<file path="src/rtl/port_d_wake_defines.svh">
`ifndef PORT_D_WAKE_DEFINES_SVH
`define PORT_D_WAKE_DEFINES_SVH

// filter intervals in ms, as printed
`define FILT_SLOW_MS 32
`define FILT_MID_MS 8
`define FILT_FAST_MS 2
// core clock period in ns
`define CLK_PERIOD_NS 10
// filter interval in clock cycles (ms -> ns / period)
`define FILT_CYCLES(ms) ((ms) * 1000000 / `CLK_PERIOD_NS)
// filter clock select encodings
`define SEL_SLOW 2'h0
`define SEL_MID 2'h1
`define SEL_FAST 2'h2
// reset values
`define SEL_RESET 2'h0

`endif

</file>
<file path="src/rtl/port_d_wake_pkg.sv">
package port_d_wake_pkg;

    // detection method, fixed by configuration
    typedef enum logic {DETECT_LEVEL, DETECT_FILTER} detect_mode_t;

    // power state seen by this port
    typedef enum logic [1:0] {PWR_RUN, PWR_HALT, PWR_STOP} power_state_t;

    // wake requests out of the port
    typedef struct packed {
        logic halt_release;
        logic stop_release;
        logic halt_allowed;
        logic stop_allowed;
    } wake_req_t;

endpackage

</file>
<file path="src/rtl/pin_sync3.sv">
`timescale 1ns/1ns
`include "port_d_wake_defines.svh"

// three-stage synchroniser, change taken once stages two and three agree
module pin_sync3
    import port_d_wake_pkg::*;
(
    input wire logic clock,
    input wire logic rst,
    input wire logic [3:0] pin_async,
    output logic [3:0] pin_sync
);

    typedef struct packed {
        logic [3:0] s1;
        logic [3:0] s2;
        logic [3:0] s3;
        logic [3:0] q;
    } sync_state_t;

    sync_state_t cur;
    sync_state_t next_cur;

    // shift; first stage only feeds the second
    always_comb
    begin
        next_cur = cur;
        next_cur.s1 = pin_async;
        next_cur.s2 = cur.s1;
        next_cur.s3 = cur.s2;
        // accept only a level that stayed two samples
        for (int i = 0; i < 4; i++)
        begin
            if (cur.s2[i] == cur.s3[i])
            begin
                next_cur.q[i] = cur.s3[i];
            end
        end
    end

    always_ff @(posedge clock)
    begin
        if (rst)
        begin
            cur <= '0;
        end
        else
        begin
            cur <= next_cur;
        end
    end

    assign pin_sync = cur.q;

endmodule

</file>
<file path="src/rtl/debounce_filter.sv">
`timescale 1ns/1ns
`include "port_d_wake_defines.svh"

// noise filter: input must hold a level for a whole interval to pass
module debounce_filter
    import port_d_wake_pkg::*;
#(
    parameter int unsigned SLOW_CYCLES = `FILT_CYCLES(`FILT_SLOW_MS),
    parameter int unsigned MID_CYCLES = `FILT_CYCLES(`FILT_MID_MS),
    parameter int unsigned FAST_CYCLES = `FILT_CYCLES(`FILT_FAST_MS)
)
(
    input wire logic clock,
    input wire logic rst,
    input wire logic [1:0] sel,
    input wire logic raw,
    output logic filtered
);

    typedef struct packed {
        logic [31:0] count;
        logic level;
    } filt_state_t;

    filt_state_t cur;
    filt_state_t next_cur;
    logic [31:0] limit;

    // interval chosen by the clock select
    always_comb
    begin
        case (sel)
            `SEL_MID: limit = MID_CYCLES;
            `SEL_FAST: limit = FAST_CYCLES;
            default: limit = SLOW_CYCLES;
        endcase
    end

    // restart the count whenever the input agrees with the held level; pulses shorter than limit vanish
    always_comb
    begin
        next_cur = cur;
        if (raw == cur.level)
        begin
            next_cur.count = '0;
        end
        else if (cur.count + 32'h1 >= limit)
        begin
            next_cur.count = '0;
            next_cur.level = raw;
        end
        else
        begin
            next_cur.count = cur.count + 32'h1;
        end
    end

    always_ff @(posedge clock)
    begin
        if (rst)
        begin
            cur <= '0;
        end
        else
        begin
            cur <= next_cur;
        end
    end

    assign filtered = cur.level;

endmodule

</file>
<file path="src/rtl/port_d_wake_detect.sv">
`timescale 1ns/1ns
`include "port_d_wake_defines.svh"
// Contract
// - filtered edge either way sets start flag
// - debounce armed: any filtered OR change sets flag
// - flag set blocks detection until re-arm
// - arm clears all three start flags
// - start flag sets halt release request
// - level mode: pin high releases halt
// - level mode: halt only with pins low
// - debounce: filtered OR change releases halt
// - debounce: halt allowed at any level
// - interrupt enabled: start flag requests interrupt
// - stop allowed only with pins low
// - level mode: pin high releases stop
// - debounce stop release needs both enables
// - after debounce stop release enter halt
// - early return low goes back to stop
// - four inputs ORed before detection
// - level mode rising OR sets flag
// - filter interval 32, 8, 2 ms selectable
module port_d_wake_detect
    import port_d_wake_pkg::*;
#(
    parameter int unsigned SLOW_CYCLES = `FILT_CYCLES(`FILT_SLOW_MS),
    parameter int unsigned MID_CYCLES = `FILT_CYCLES(`FILT_MID_MS),
    parameter int unsigned FAST_CYCLES = `FILT_CYCLES(`FILT_FAST_MS)
)
(
    input wire logic clock,
    input wire logic rst,
    input wire logic [3:0] wake_port,
    input wire logic debounce_strap,
    input wire logic arm_wake_instruction,
    input wire logic filter_clock_select_instr,
    input wire logic [1:0] filter_clock_select_value,
    input wire logic port_stop_release_enable,
    input wire logic interrupt_enable0,
    input wire logic halt_release_ack0,
    input wire logic porta_set,
    input wire logic portc_set,
    input wire power_state_t power_state,
    output logic port_start_cond_flag,
    output logic porta_start_cond_flag,
    output logic portc_start_cond_flag,
    output logic port_switch_enable_flag,
    output logic halt_release_request0,
    output logic interrupt_request,
    output logic halt_release,
    output logic stop_release,
    output logic return_to_stop,
    output logic halt_allowed,
    output logic stop_allowed
);

    // whole module state
    typedef struct packed {
        detect_mode_t mode;     // captured once after reset
        logic mode_taken;
        logic [1:0] sel;        // filter clock select
        logic sef;              // switch enable
        logic scf;              // this port start flag
        logic scf_a;            // first wake port flag
        logic scf_c;            // second wake port flag
        logic hrf;              // halt release request 0
        logic irq;
        logic prev_or;          // last combined level seen
        logic prev_filt;        // last filtered level seen
        logic stop_wake;        // woke from stop, waiting for filter
        wake_req_t req;
        logic back_stop;
    } core_state_t;

    core_state_t cur;
    core_state_t next_cur;
    logic [3:0] pins;           // synchronised pins
    logic any_high;             // OR of the port
    logic filt;                 // filtered OR
    logic set_flag;

    pin_sync3 pin_sync3_inst (
        .clock(clock),
        .rst(rst),
        .pin_async(wake_port),
        .pin_sync(pins)
    );

    assign any_high = |pins;

    debounce_filter #(
        .SLOW_CYCLES(SLOW_CYCLES),
        .MID_CYCLES(MID_CYCLES),
        .FAST_CYCLES(FAST_CYCLES)
    ) debounce_filter_inst (
        .clock(clock),
        .rst(rst),
        .sel(cur.sel),
        .raw(any_high),
        .filtered(filt)
    );

    // detection: only when armed and the flag still clear
    always_comb
    begin
        set_flag = 1'b0;
        if (cur.mode_taken && cur.sef && !cur.scf)
        begin
            if (cur.mode == DETECT_FILTER)
            begin
                set_flag = (filt != cur.prev_filt);
            end
            else
            begin
                set_flag = any_high && !cur.prev_or;
            end
        end
    end

    // next-state for flags, requests and power gating
    always_comb
    begin
        next_cur = cur;
        next_cur.prev_or = any_high;
        next_cur.prev_filt = filt;
        // strap captured once, one cycle after release of reset
        if (!cur.mode_taken)
        begin
            next_cur.mode = debounce_strap ? DETECT_FILTER : DETECT_LEVEL;
            next_cur.mode_taken = 1'b1;
        end
        if (filter_clock_select_instr)
        begin
            next_cur.sel = filter_clock_select_value;
        end
        // arm: clear all three flags and enable; sets below still win
        if (arm_wake_instruction)
        begin
            next_cur.scf = 1'b0;
            next_cur.scf_a = 1'b0;
            next_cur.scf_c = 1'b0;
            next_cur.sef = 1'b1;
        end
        if (porta_set)
        begin
            next_cur.scf_a = 1'b1;
        end
        if (portc_set)
        begin
            next_cur.scf_c = 1'b1;
        end
        // request flag cleared by core acknowledge, set wins
        if (halt_release_ack0)
        begin
            next_cur.hrf = 1'b0;
            next_cur.irq = 1'b0;
        end
        if (set_flag)
        begin
            next_cur.scf = 1'b1;
            next_cur.hrf = 1'b1;
            // a pending request is never dropped by a later set while disabled
            if (interrupt_enable0)
            begin
                next_cur.irq = 1'b1;
            end
            next_cur.stop_wake = 1'b0;
        end
        // halt release pulse on the setting edge
        next_cur.req.halt_release = set_flag;
        // stop release straight from the raw OR
        next_cur.req.stop_release = 1'b0;
        if (power_state == PWR_STOP && cur.sef && !cur.scf && any_high)
        begin
            if (cur.mode == DETECT_LEVEL)
            begin
                next_cur.req.stop_release = 1'b1;
            end
            else if (port_stop_release_enable)
            begin
                next_cur.req.stop_release = 1'b1;
                // a flag landing now ends the wait; a stale mark would fake a drop
                if (!set_flag)
                begin
                    next_cur.stop_wake = 1'b1;
                end
            end
        end
        // pin fell before the filter validated it
        next_cur.back_stop = 1'b0;
        if (cur.stop_wake && !any_high && !set_flag)
        begin
            next_cur.back_stop = 1'b1;
            next_cur.stop_wake = 1'b0;
        end
        next_cur.req.halt_allowed = (cur.mode == DETECT_FILTER) || !any_high;
        next_cur.req.stop_allowed = !any_high;
    end

    always_ff @(posedge clock)
    begin
        if (rst)
        begin
            cur <= '0;
        end
        else
        begin
            cur <= next_cur;
        end
    end

    // outputs straight from state
    assign port_start_cond_flag = cur.scf;
    assign porta_start_cond_flag = cur.scf_a;
    assign portc_start_cond_flag = cur.scf_c;
    assign port_switch_enable_flag = cur.sef;
    assign halt_release_request0 = cur.hrf;
    assign interrupt_request = cur.irq;
    assign halt_release = cur.req.halt_release;
    assign stop_release = cur.req.stop_release;
    assign return_to_stop = cur.back_stop;
    assign halt_allowed = cur.req.halt_allowed;
    assign stop_allowed = cur.req.stop_allowed;

    // flag set by detection raises request in the same cycle
    a_flag_request: assert property (@(posedge clock) disable iff (rst)
        $rose(cur.scf) |-> cur.hrf)
        else $error("start flag set without halt request");

    // arm clears all three unless a set lands
    a_arm_clears: assert property (@(posedge clock) disable iff (rst)
        arm_wake_instruction && !set_flag && !porta_set && !portc_set
        |=> !cur.scf && !cur.scf_a && !cur.scf_c)
        else $error("arm did not clear flags");

    // set flag holds until arm
    a_flag_holds: assert property (@(posedge clock) disable iff (rst)
        cur.scf && !arm_wake_instruction |=> cur.scf)
        else $error("start flag dropped without arm");

    // stop gate follows pins
    a_stop_gate: assert property (@(posedge clock) disable iff (rst)
        any_high |=> !stop_allowed)
        else $error("stop allowed with pin high");

    // level mode halt gate
    a_halt_gate: assert property (@(posedge clock) disable iff (rst)
        cur.mode == DETECT_LEVEL && any_high |=> !halt_allowed)
        else $error("halt allowed with pin high");

    // debounce halt always allowed
    a_halt_free: assert property (@(posedge clock) disable iff (rst)
        cur.mode_taken && cur.mode == DETECT_FILTER |=> halt_allowed)
        else $error("halt blocked in debounce mode");

    // interrupt follows flag when enabled
    a_irq_follow: assert property (@(posedge clock) disable iff (rst)
        set_flag && interrupt_enable0 |=> interrupt_request && halt_release_request0)
        else $error("interrupt not raised");

    // debounce stop release needs both enables
    a_stop_enable: assert property (@(posedge clock) disable iff (rst)
        stop_release && cur.mode == DETECT_FILTER |-> $past(port_stop_release_enable)
        && $past(cur.sef))
        else $error("stop release without enables");

    // mode fixed once taken
    a_mode_static: assert property (@(posedge clock) disable iff (rst)
        cur.mode_taken |=> $stable(cur.mode))
        else $error("detection mode changed");

    // filtered change while armed and clear lands in the flag
    a_filter_edge: assert property (@(posedge clock) disable iff (rst)
        cur.mode_taken && cur.mode == DETECT_FILTER && cur.sef && !cur.scf
        && filt != cur.prev_filt |=> cur.scf)
        else $error("filtered change did not set flag");

    // disarmed port never detects
    a_disarmed_quiet: assert property (@(posedge clock) disable iff (rst)
        !cur.sef |-> !set_flag)
        else $error("detection while disarmed");

    // every setting edge gives one halt release pulse
    a_halt_pulse: assert property (@(posedge clock) disable iff (rst)
        set_flag |=> halt_release)
        else $error("no halt release on flag set");

    // level mode stop release when armed and a pin is high
    a_stop_level: assert property (@(posedge clock) disable iff (rst)
        power_state == PWR_STOP && cur.mode == DETECT_LEVEL && cur.sef && !cur.scf
        && any_high |=> stop_release)
        else $error("level mode stop release missing");

    // return to stop only while the flag is still clear
    a_back_stop: assert property (@(posedge clock) disable iff (rst)
        return_to_stop |-> !port_start_cond_flag)
        else $error("return to stop after flag set");

    // clock select loads the new value
    a_sel_load: assert property (@(posedge clock) disable iff (rst)
        filter_clock_select_instr |=> cur.sel == $past(filter_clock_select_value))
        else $error("filter clock select not loaded");

endmodule

</file>
<file path="config.mk">
export PLATFORM = sky130hd
export DESIGN_NAME = port_d_wake_detect
export DESIGN_NICKNAME = d
export VERILOG_FILES = /design/src/rtl/port_d_wake_pkg.sv /design/src/rtl/pin_sync3.sv /design/src/rtl/debounce_filter.sv /design/src/rtl/port_d_wake_detect.sv
export VERILOG_INCLUDE_DIRS = /design/src /design/src/rtl
export SDC_FILE = /design/constraint.sdc
export NUM_CORES = 1
export LEC_CHECK = 0
export BUFFER_PORTS_ARGS = -buffer_cell sky130_fd_sc_hd__buf_2
export CAP_MARGIN = 15
export CORE_MARGIN = 2
export CORE_UTILIZATION = 28
export DETAILED_ROUTE_END_ITERATION = 16
export HOLD_SLACK_MARGIN = 0.15
export PLACE_DENSITY = 0.46
export SYNTH_ARGS = -nofsm -noshare
export SYNTH_HDL_FRONTEND = slang
export SYNTH_SLANG_ARGS = --single-unit
</file>
<file path="constraint.sdc">
create_clock -name clock -period 8.31 [get_ports clock]
set_clock_uncertainty 0.2 [all_clocks]
set_input_delay 1.662 -clock clock [delete_from_list [all_inputs] [get_ports clock]]
set_output_delay 1.662 -clock clock [all_outputs]
set_load 0.02 [all_outputs]
</file>
After elaboration in Yosys (flattened, before gate mapping) --
Index checks and enable logic that the tools add are counted.
Storage, ports and cells: memories 0, ROM bits 0, bits in registers 67, latch bits 0, RAM bits 0
Operators by class: bitwise gates (word level) 2, muxes and demuxes 19, $lt $le $gt $ge 1, shift operators 0, reductions and logical operators 22, divide/modulo/power cells 0, equality and inequality tests 9, $add $sub $neg 1, multiply operators 0
Operator list (count):
- 22-bit one-hot mux with 2 select lines | 1
- 32-bit by 1-bit adder with 32-bit output (second input constant) | 1
- 32-bit by 22-bit greater-or-equal comparator with 1-bit output | 1
- 1-bit 2-to-1 mux | 15
- 1-bit logical AND | 8
- 2-bit nonzero test | 4
- 1-bit == test | 5
- 2-bit == test (second input constant) | 2
- 1-bit zero test | 4
- 2-bit 2-to-1 mux | 2
- 2-bit OR reduction | 2
- 4-bit OR reduction | 1
- 3-bit 2-to-1 mux | 1
- 3-bit OR reduction | 1
- 2-bit by 1-bit == test with 1-bit output (second input constant) | 1
- 1-bit NOT | 2
- 2-bit AND reduction | 1
- 1-bit logical OR | 1
- 1-bit inequality test | 1

Longest topological paths before layout --
Gate-level depths: netlist of the first run.
depth in word-level cells 9, mapped depth 16

Modules after synthesis --
From an unflattened synthesis of the first run, not the netlist that was laid out.
Second synthesis, totals: cells, all modules 323, area, all modules 3151.8 sq um
Modules (own cells, without submodules):
- debounce_filter | cells each 216, area each 1990.7 sq um, instances 1
- port_d_wake_detect | cells each 62, area each 644.4 sq um, instances 1
- pin_sync3 | cells each 45, area each 516.7 sq um, instances 1

Worst setup path before layout of the first run --
OpenSTA, ideal clock, no wires.
path kind flip-flop to flip-flop, start point register debounce_filter_inst.cur[1] (netlist bit), end point register debounce_filter_inst.cur (netlist bit debounce_filter_inst.filtered), arrival 2.838 ns, buffers on the path 0, stages on the path, launching flop included 14, period minus slack after synthesis 3.161 ns, setup time 0.123 ns, path slack 5.149 ns, cell sequence dfxtp_1 ha_1 nand3_1 nor4_1 nand3_1 nor2_1 xor2_1 ha_1 nor2b_1 o21ai_0 a21oi_1 a21oi_2 o211ai_4 mux2_1
Between the ends: word-level cells in the longest chain between the ends 3
Ends and longest elaborated chain:
- start, declared | RTL line debounce_filter.sv:25 | filt_state_t cur;
- start signal, assigned | RTL line debounce_filter.sv:66 | cur <= next_cur;
- 32-bit by 1-bit adder with 32-bit output | RTL line debounce_filter.sv:47 | else if (cur.count + 32'h1 >= limit)
- 32-bit by 22-bit greater-or-equal comparator with 1-bit output | RTL line debounce_filter.sv:47
- 2-bit AND reduction (no line)
No other way between the ends. A chain may end at the register's enable or synchronous reset.

Worst setup path in the final report of the first run --
start point register debounce_filter_inst.cur[4] (netlist bit), end point register debounce_filter_inst.cur (netlist bit debounce_filter_inst.filtered)
Same word-level chain as after synthesis.

==> results.cfg, run 1 <==
[run_status]
run_status = finished, final reports clean

[critical_path]
worstPathRequired_ns = 8.35
slowest_delay_ns = 0.76
crit_path_start_kind = register
end_kind = register
path_max_fanout = 23
path_class = register to register
worstPathCellList = nand3_1 > nor2_1 > nand2_1 > nor3_1 > xor2_1 > ha_1 > nand2_1 > o21ai_0 > nor3_1 > nand2_1 > o211ai_1 > o211ai_4 > mux2_1
ff2ff_path_depth = 13
crit_top_cell = nand2_1
crit_slowest_cell = o211ai_4
critPathArrivalTime_ns = 4.23

[final_layout]
area.sequential_um2 = 1340
fillers = 1158
stdcell_area_um2 = 3610
diodes = 0
final_cells = 497
syn_to_final_growth_pct = 16.3
finish.utilization = 0.333
num-nets-final = 388
drive_above_1_share = 0.207
multi_input_area_um2 = 1690

[clock_tree]
numCtsBuffers = 9
h-tree-depth = 3
root_buffer = clkbuf_8
clk_latency_ns = 0.35
postCtsSetupBuffers = 0
path_clk_slew_ns = 0.08
cts_buffer_depth = 2
post_cts_resized = 0
cts_tree = done
cts.sinks = 67
cts_hold_buf = 0

[placement]
post-dp-hpwl_um = 4400
globalplace.congestion = 0.777
portBuffers = 28
placed_cells = 482
place_area_um2 = 3400

[routing]
via_count = 2257
wl_um = 6000
postRouteAntennaNets = 0
viasPerCell = 4.54
firstDrtPassIters = 4
drc = 0
drt_iter0_drc = 91
avgRoutedWirePerCell_um = 12.1

[synthesis]
syn_inst = 315
synth_most_common_cell = dfxtp_1
synth_area_leaders = dfxtp_1, ha_1, nor3b_2, xnor2_1, nor2b_1
yosys.cell_types.count = 48
synth_top_area_frac = 0.432
syn_area_um2 = 3100
synth-main-ff-cell = dfxtp_1
synth_seq_cells = 67
yosysTopAreaCell = dfxtp_1
yosysWarnings = 0
async_reset_ff_frac = 0
synth_area_per_cell_um2 = 9.85
synth_commonest_cells = dfxtp_1, nor2_1, nand2_1, ha_1, nand3_1
synth_edf_count = 0
ys_seq_area_frac = 0.432

[sta]
tightestPinTransition_ns = 1.17
relSlewSlack = 0.221
period_minus_slack_ns = 4.18
period_share = 0.504
slew_viol_final = 0
setup_violations = 0
finalHoldViolCount = 0
rsz0062_at_grt = no
setup-tns-final_ns = 0
max_freq_ghz = 0.239

[run]
maxCapViolCount = 0

[floorplanning]
die-area_um2 = 11900
die_w_um = 109
fp-row-count = 38
initial_core_util = 0.286
io_pins = 29
fp.dieH_um = 109
core_um2 = 10800

[global_route]
gr-total-overflow = 0
grtUsageTotal = 0.115
grt_first_pass_wirelength_um = 10600
grt_pass1_vias = 2280
grt_max_degree = 32
antenna_found_initial = 0

[power_and_ir_drop]
ir_worst_vdd_v = 0.000141
leakagePower_nw = 1.42
powerDensity_nw_per_um2 = 184

[hold_path]
whs_path_depth = 1
hp-class = register to register
-- cell families after synthesis --
family	Yosys count	share of synthesized area
fa+ha+maj	17	0.0685
mux	7	0.0230
buf+inv	22	0.0339
compound gates	40	0.0891
simple gates	136	0.281
flops	67	0.432
xor+xnor	25	0.0706
other cells	1	0.00121
-- worst paths after layout --
path / startpoint / to / slack (ns)
worst max-delay path: debounce_filter_inst.cur[4] / debounce_filter_inst.filtered / 4.13
worst min-delay path: pin_sync3_inst.cur[13] / pin_sync3_inst.cur[9] / 0.24
worst max register to register: debounce_filter_inst.cur[4] / debounce_filter_inst.filtered / 4.13
worst min register to register: pin_sync3_inst.cur[13] / pin_sync3_inst.cur[9] / 0.24
-- stage by stage --
stage / hold slack [ns] / setup slack (ns) / power (W)
CTS: 0.246 / 4.07 / 0.000677
global placement: 0.218 / 4.13 / 0.000374
global route: 0.262 / 3.64 / 0.000696
floorplan: 0.214 / 5.15 / 0.000363
finish: 0.241 / 4.13 / 0.000665
detailed placement: 0.229 / 4.11 / 0.000374
-- where the power goes --
part / internal (W) / leakage, nW / switching, W
sequential: 0.000329 / 0.548 / 0.00000616
clock: 0.000168 / 0.106 / 0.000130
combinational: 0.0000141 / 0.763 / 0.0000176
total: 0.000511 / 1.42 / 0.000154
-- final cells by class --
cell class | count | area share
multi-input combinational | 235 | 0.468
sequential | 67 | 0.372
tap | 140 | 0.0485
timing repair buffer | 29 | 0.0409
clock buffer | 9 | 0.0343
clock inverter | 6 | 0.0250
inverter | 11 | 0.0114
-- cells in the final DEF (no fill, tap or decap), types with 3 or more instances in the layout --
| master | count |
|---|---|
| inv_1 | 11 |
| mux2i_1 | 6 |
| nor3_2 | 7 |
| buf_2 | 28 |
| ha_1 | 17 |
| nand2_1 | 20 |
| a21oi_1 | 14 |
| nor2_1 | 21 |
| or3_1 | 3 |
| nor3_1 | 10 |
| o21ai_0 | 10 |
| and3_1 | 6 |
| nor3b_2 | 12 |
| nand4_1 | 4 |
| nor4_1 | 4 |
| a31oi_1 | 5 |
| conb_1 | 10 |
| dfxtp_1 | 67 |
| nor2b_1 | 15 |
| clkbuf_8 | 9 |
| xor2_1 | 9 |
| nand3_1 | 17 |
| xnor2_1 | 16 |
-- per-layer routing --
| metal | GRT usage | wire (um) | up-vias |
|---|---|---|---|
| li1 | - | - | 1172 |
| met1 | 0.140 | 2860 | 1037 |
| met2 | 0.187 | 2800 | 39 |
| met3 | 0.0478 | 291 | 9 |
| met4 | 0.0344 | 62 | 0 |
| met5 | 0 | 0 | - |
-- critical path: cells and delay by family, from the launching register on --
| family | cells | cell delay (ns) |
|---|---|---|
| flip-flops | 1 | 0.46 |
| AND/OR/NAND/NOR | 7 | 1.39 |
| adder cells (fa/ha/maj) | 1 | 0.34 |
| XOR/XNOR | 1 | 0.18 |
| AO/OA/AOI/OAI | 3 | 1.12 |
| multiplexers | 1 | 0.38 |
-- registers in the layout, summed over array words and instances, names as in the netlist --
signal                         cells
cur                                7
debounce_filter_inst.cur          32
debounce_filter_inst.filtered      1
halt_allowed                       1
halt_release                       1
halt_release_request0              1
interrupt_request                  1
pin_sync3_inst.cur                12
pin_sync3_inst.pin_sync            4
port_start_cond_flag               1
port_switch_enable_flag            1
porta_start_cond_flag              1
portc_start_cond_flag              1
return_to_stop                     1
stop_allowed                       1
stop_release                       1
Power figures use the tool's default switching activity.
==> run 2: changes to the inputs <==
--- a/config.mk
+++ b/config.mk
@@ -12,7 +12,7 @@
 export CORE_UTILIZATION = 28
 export DETAILED_ROUTE_END_ITERATION = 16
 export HOLD_SLACK_MARGIN = 0.15
-export PLACE_DENSITY = 0.46
+export PLACE_DENSITY = 0.47
 export SYNTH_ARGS = -nofsm -noshare
 export SYNTH_HDL_FRONTEND = slang
 export SYNTH_SLANG_ARGS = --single-unit
==> constraint.sdc (replaced) <==
create_clock -name clock -period 3.4 [get_ports clock]
set_clock_uncertainty 0.2 [all_clocks]
set_input_delay 0.68 -clock clock [delete_from_list [all_inputs] [get_ports clock]]
set_output_delay 0.68 -clock clock [all_outputs]
set_load 0.02 [all_outputs]
==> run 2 against run 1 <==
  * Total power is 140% higher
  * Utilization increased by 1.6 points
  * Flip-flop and latch count did not move
  * Die area unchanged
  * Worst hold slack lost 0.0046 ns
  * Clock power is 140% higher
  * Sequential share of layout area shrank 1.4 points
  * Largest power group unchanged
  * Via count grew 2.7%
  * Clock-buffer cell count increased by 2
  * Global-route usage is 0.17 points lower
==> results.cfg, run 2 (synthesized netlist as in run 1, its figures left out) <==
[clock_tree]
path_clk_slew_ns = 0.07
h-tree-depth = 3
clk_latency_ns = 0.34
cts_hold_buf = 0
root_buffer = clkbuf_8
cts.sinks = 67
cts_buffer_depth = 2
cts_tree = done
numCtsBuffers = 9

[sta]
relSlewSlack = 0.645
tightestPinTransition_ns = 0.532
slew_viol_final = 0
setup_violations = 0
finalHoldViolCount = 0
setup-tns-final_ns = 0
max_freq_ghz = 0.319
period_minus_slack_ns = 3.14
period_share = 0.923

[routing]
viasPerCell = 4.52
drt_iter0_drc = 46
avgRoutedWirePerCell_um = 11.7
via_count = 2318
postRouteAntennaNets = 0
firstDrtPassIters = 4
wl_um = 6000
drc = 0

[power_and_ir_drop]
power.switching_w = 0.000355
internal_power_w = 0.00127
ir_worst_vdd_v = 0.000298
netSwitchingFraction = 0.219
leakagePower_nw = 1.50
powerDensity_nw_per_um2 = 429
p_comb_frac = 0.048
power.share.clock = 0.448
p_seq_frac = 0.504
total_power_w = 0.00162

[critical_path]
path_max_fanout = 8
crit_path_start_kind = register
critPathArrivalTime_ns = 3.20
end_kind = register
path_class = register to register
r2r_slack_ns = 0.26
worstPathRequired_ns = 3.46

[global_route]
grtUsageTotal = 0.114
gr-total-overflow = 0
grt_max_degree = 32
antenna_found_initial = 0
grt_pass1_vias = 2325
grt_first_pass_wirelength_um = 10500

[floorplanning]
core_um2 = 10800
die-area_um2 = 11900
initial_core_util = 0.286
die_w_um = 109
io_pins = 29
fp.dieH_um = 109
fp-row-count = 38

[hold_path]
hp-class = register to register

[placement]
globalplace.congestion = 0.774
placed_cells = 497
post-dp-hpwl_um = 4570
portBuffers = 28

[final_layout]
largestRegisters = debounce_filter_inst.cur: 32 flops, pin_sync3_inst.cur: 12 flops, cur: 7 flops
layout_commonest_cell = dfxtp_1
syn_to_final_growth_pct = 21.9
layout_common_cells = dfxtp_1, buf_2, nand2_1, nor2_1
largest_register = debounce_filter_inst.cur
final_cells = 513
drive_above_1_share = 0.268
fillers = 1151
largest_register_ffs = 32
diodes = 0
num-nets-final = 404

[run_status]
run_status = finished, final reports clean

[run]
maxCapViolCount = 0
-- run 2: timing repair --
item,in CTS,in global routing
setup buffers,0,1
hold endpoints to repair,0,0
endpoints found under the setup margin,0,22
gates resized for setup,0,15
-- run 2: worst paths after layout --
| kind | from | depth (start not counted) | end |
|---|---|---|---|
| hold / removal | pin_sync3_inst.cur[14] | 1 | pin_sync3_inst.cur[10] |
| setup / recovery | debounce_filter_inst.cur[3] | 15 | debounce_filter_inst.cur[6] |
| setup reg to reg | debounce_filter_inst.cur[3] | 15 | debounce_filter_inst.cur[6] |
| hold reg to reg | pin_sync3_inst.cur[14] | 1 | pin_sync3_inst.cur[10] |
-- run 2: area by class of cell --
type	count	area, um2	area share
sequential	67	1350	0.357
timing repair buffer	45	275	0.0728
clock buffer	11	141	0.0374
inverter	11	41.3	0.0109
tap	140	175	0.0463
clock inverter	4	75.1	0.0199
multi-input combinational	235	1720	0.455
-- run 2: power groups by stage --
stage                     sequential (W)  clock [W]  combinational, W
after global routing            0.000819   0.000780         0.0000899
after floorplan                 0.000837          0         0.0000496
after CTS                       0.000818   0.000758         0.0000793
after global placement          0.000836          0         0.0000780
after detailed placement        0.000837          0         0.0000792
final                           0.000817   0.000727         0.0000775
-- run 2: through the flow --
step                hold slack [ns]  worst slack (ns)  instance area [um2]   util
finish                        0.237             0.262                 3780  0.349
detailed placement            0.223            0.0373                 3510  0.324
global route                  0.264          -0.00416                 3780  0.349
global placement              0.217            0.0366                 3510  0.324
CTS                           0.242            0.0156                 3720  0.344
floorplan                     0.214             0.239                 3140      -
-- run 2: layer usage --
metal	vias to the layer above	wire length [um]	track usage
li1	1203	-	-
met1	1069	2680	0.128
met2	36	2950	0.199
met3	10	248	0.0371
met4	0	125	0.0434
met5	-	0	0
-- run 2: critical path, cell delays in order (launching register included) --
cell and delay, ns:
dfxtp_1 0.36, and3_4 0.20, nand3_2 0.12, nor4_2 0.25, buf_4 0.16, nand3_1 0.12, nor2_2 0.12, xor2_1 0.20
ha_1 0.27, nor2b_1 0.13, o21ai_0 0.13, a21oi_1 0.09, a21oi_2 0.18, o211ai_4 0.15, buf_6 0.19, a211oi_1 0.19
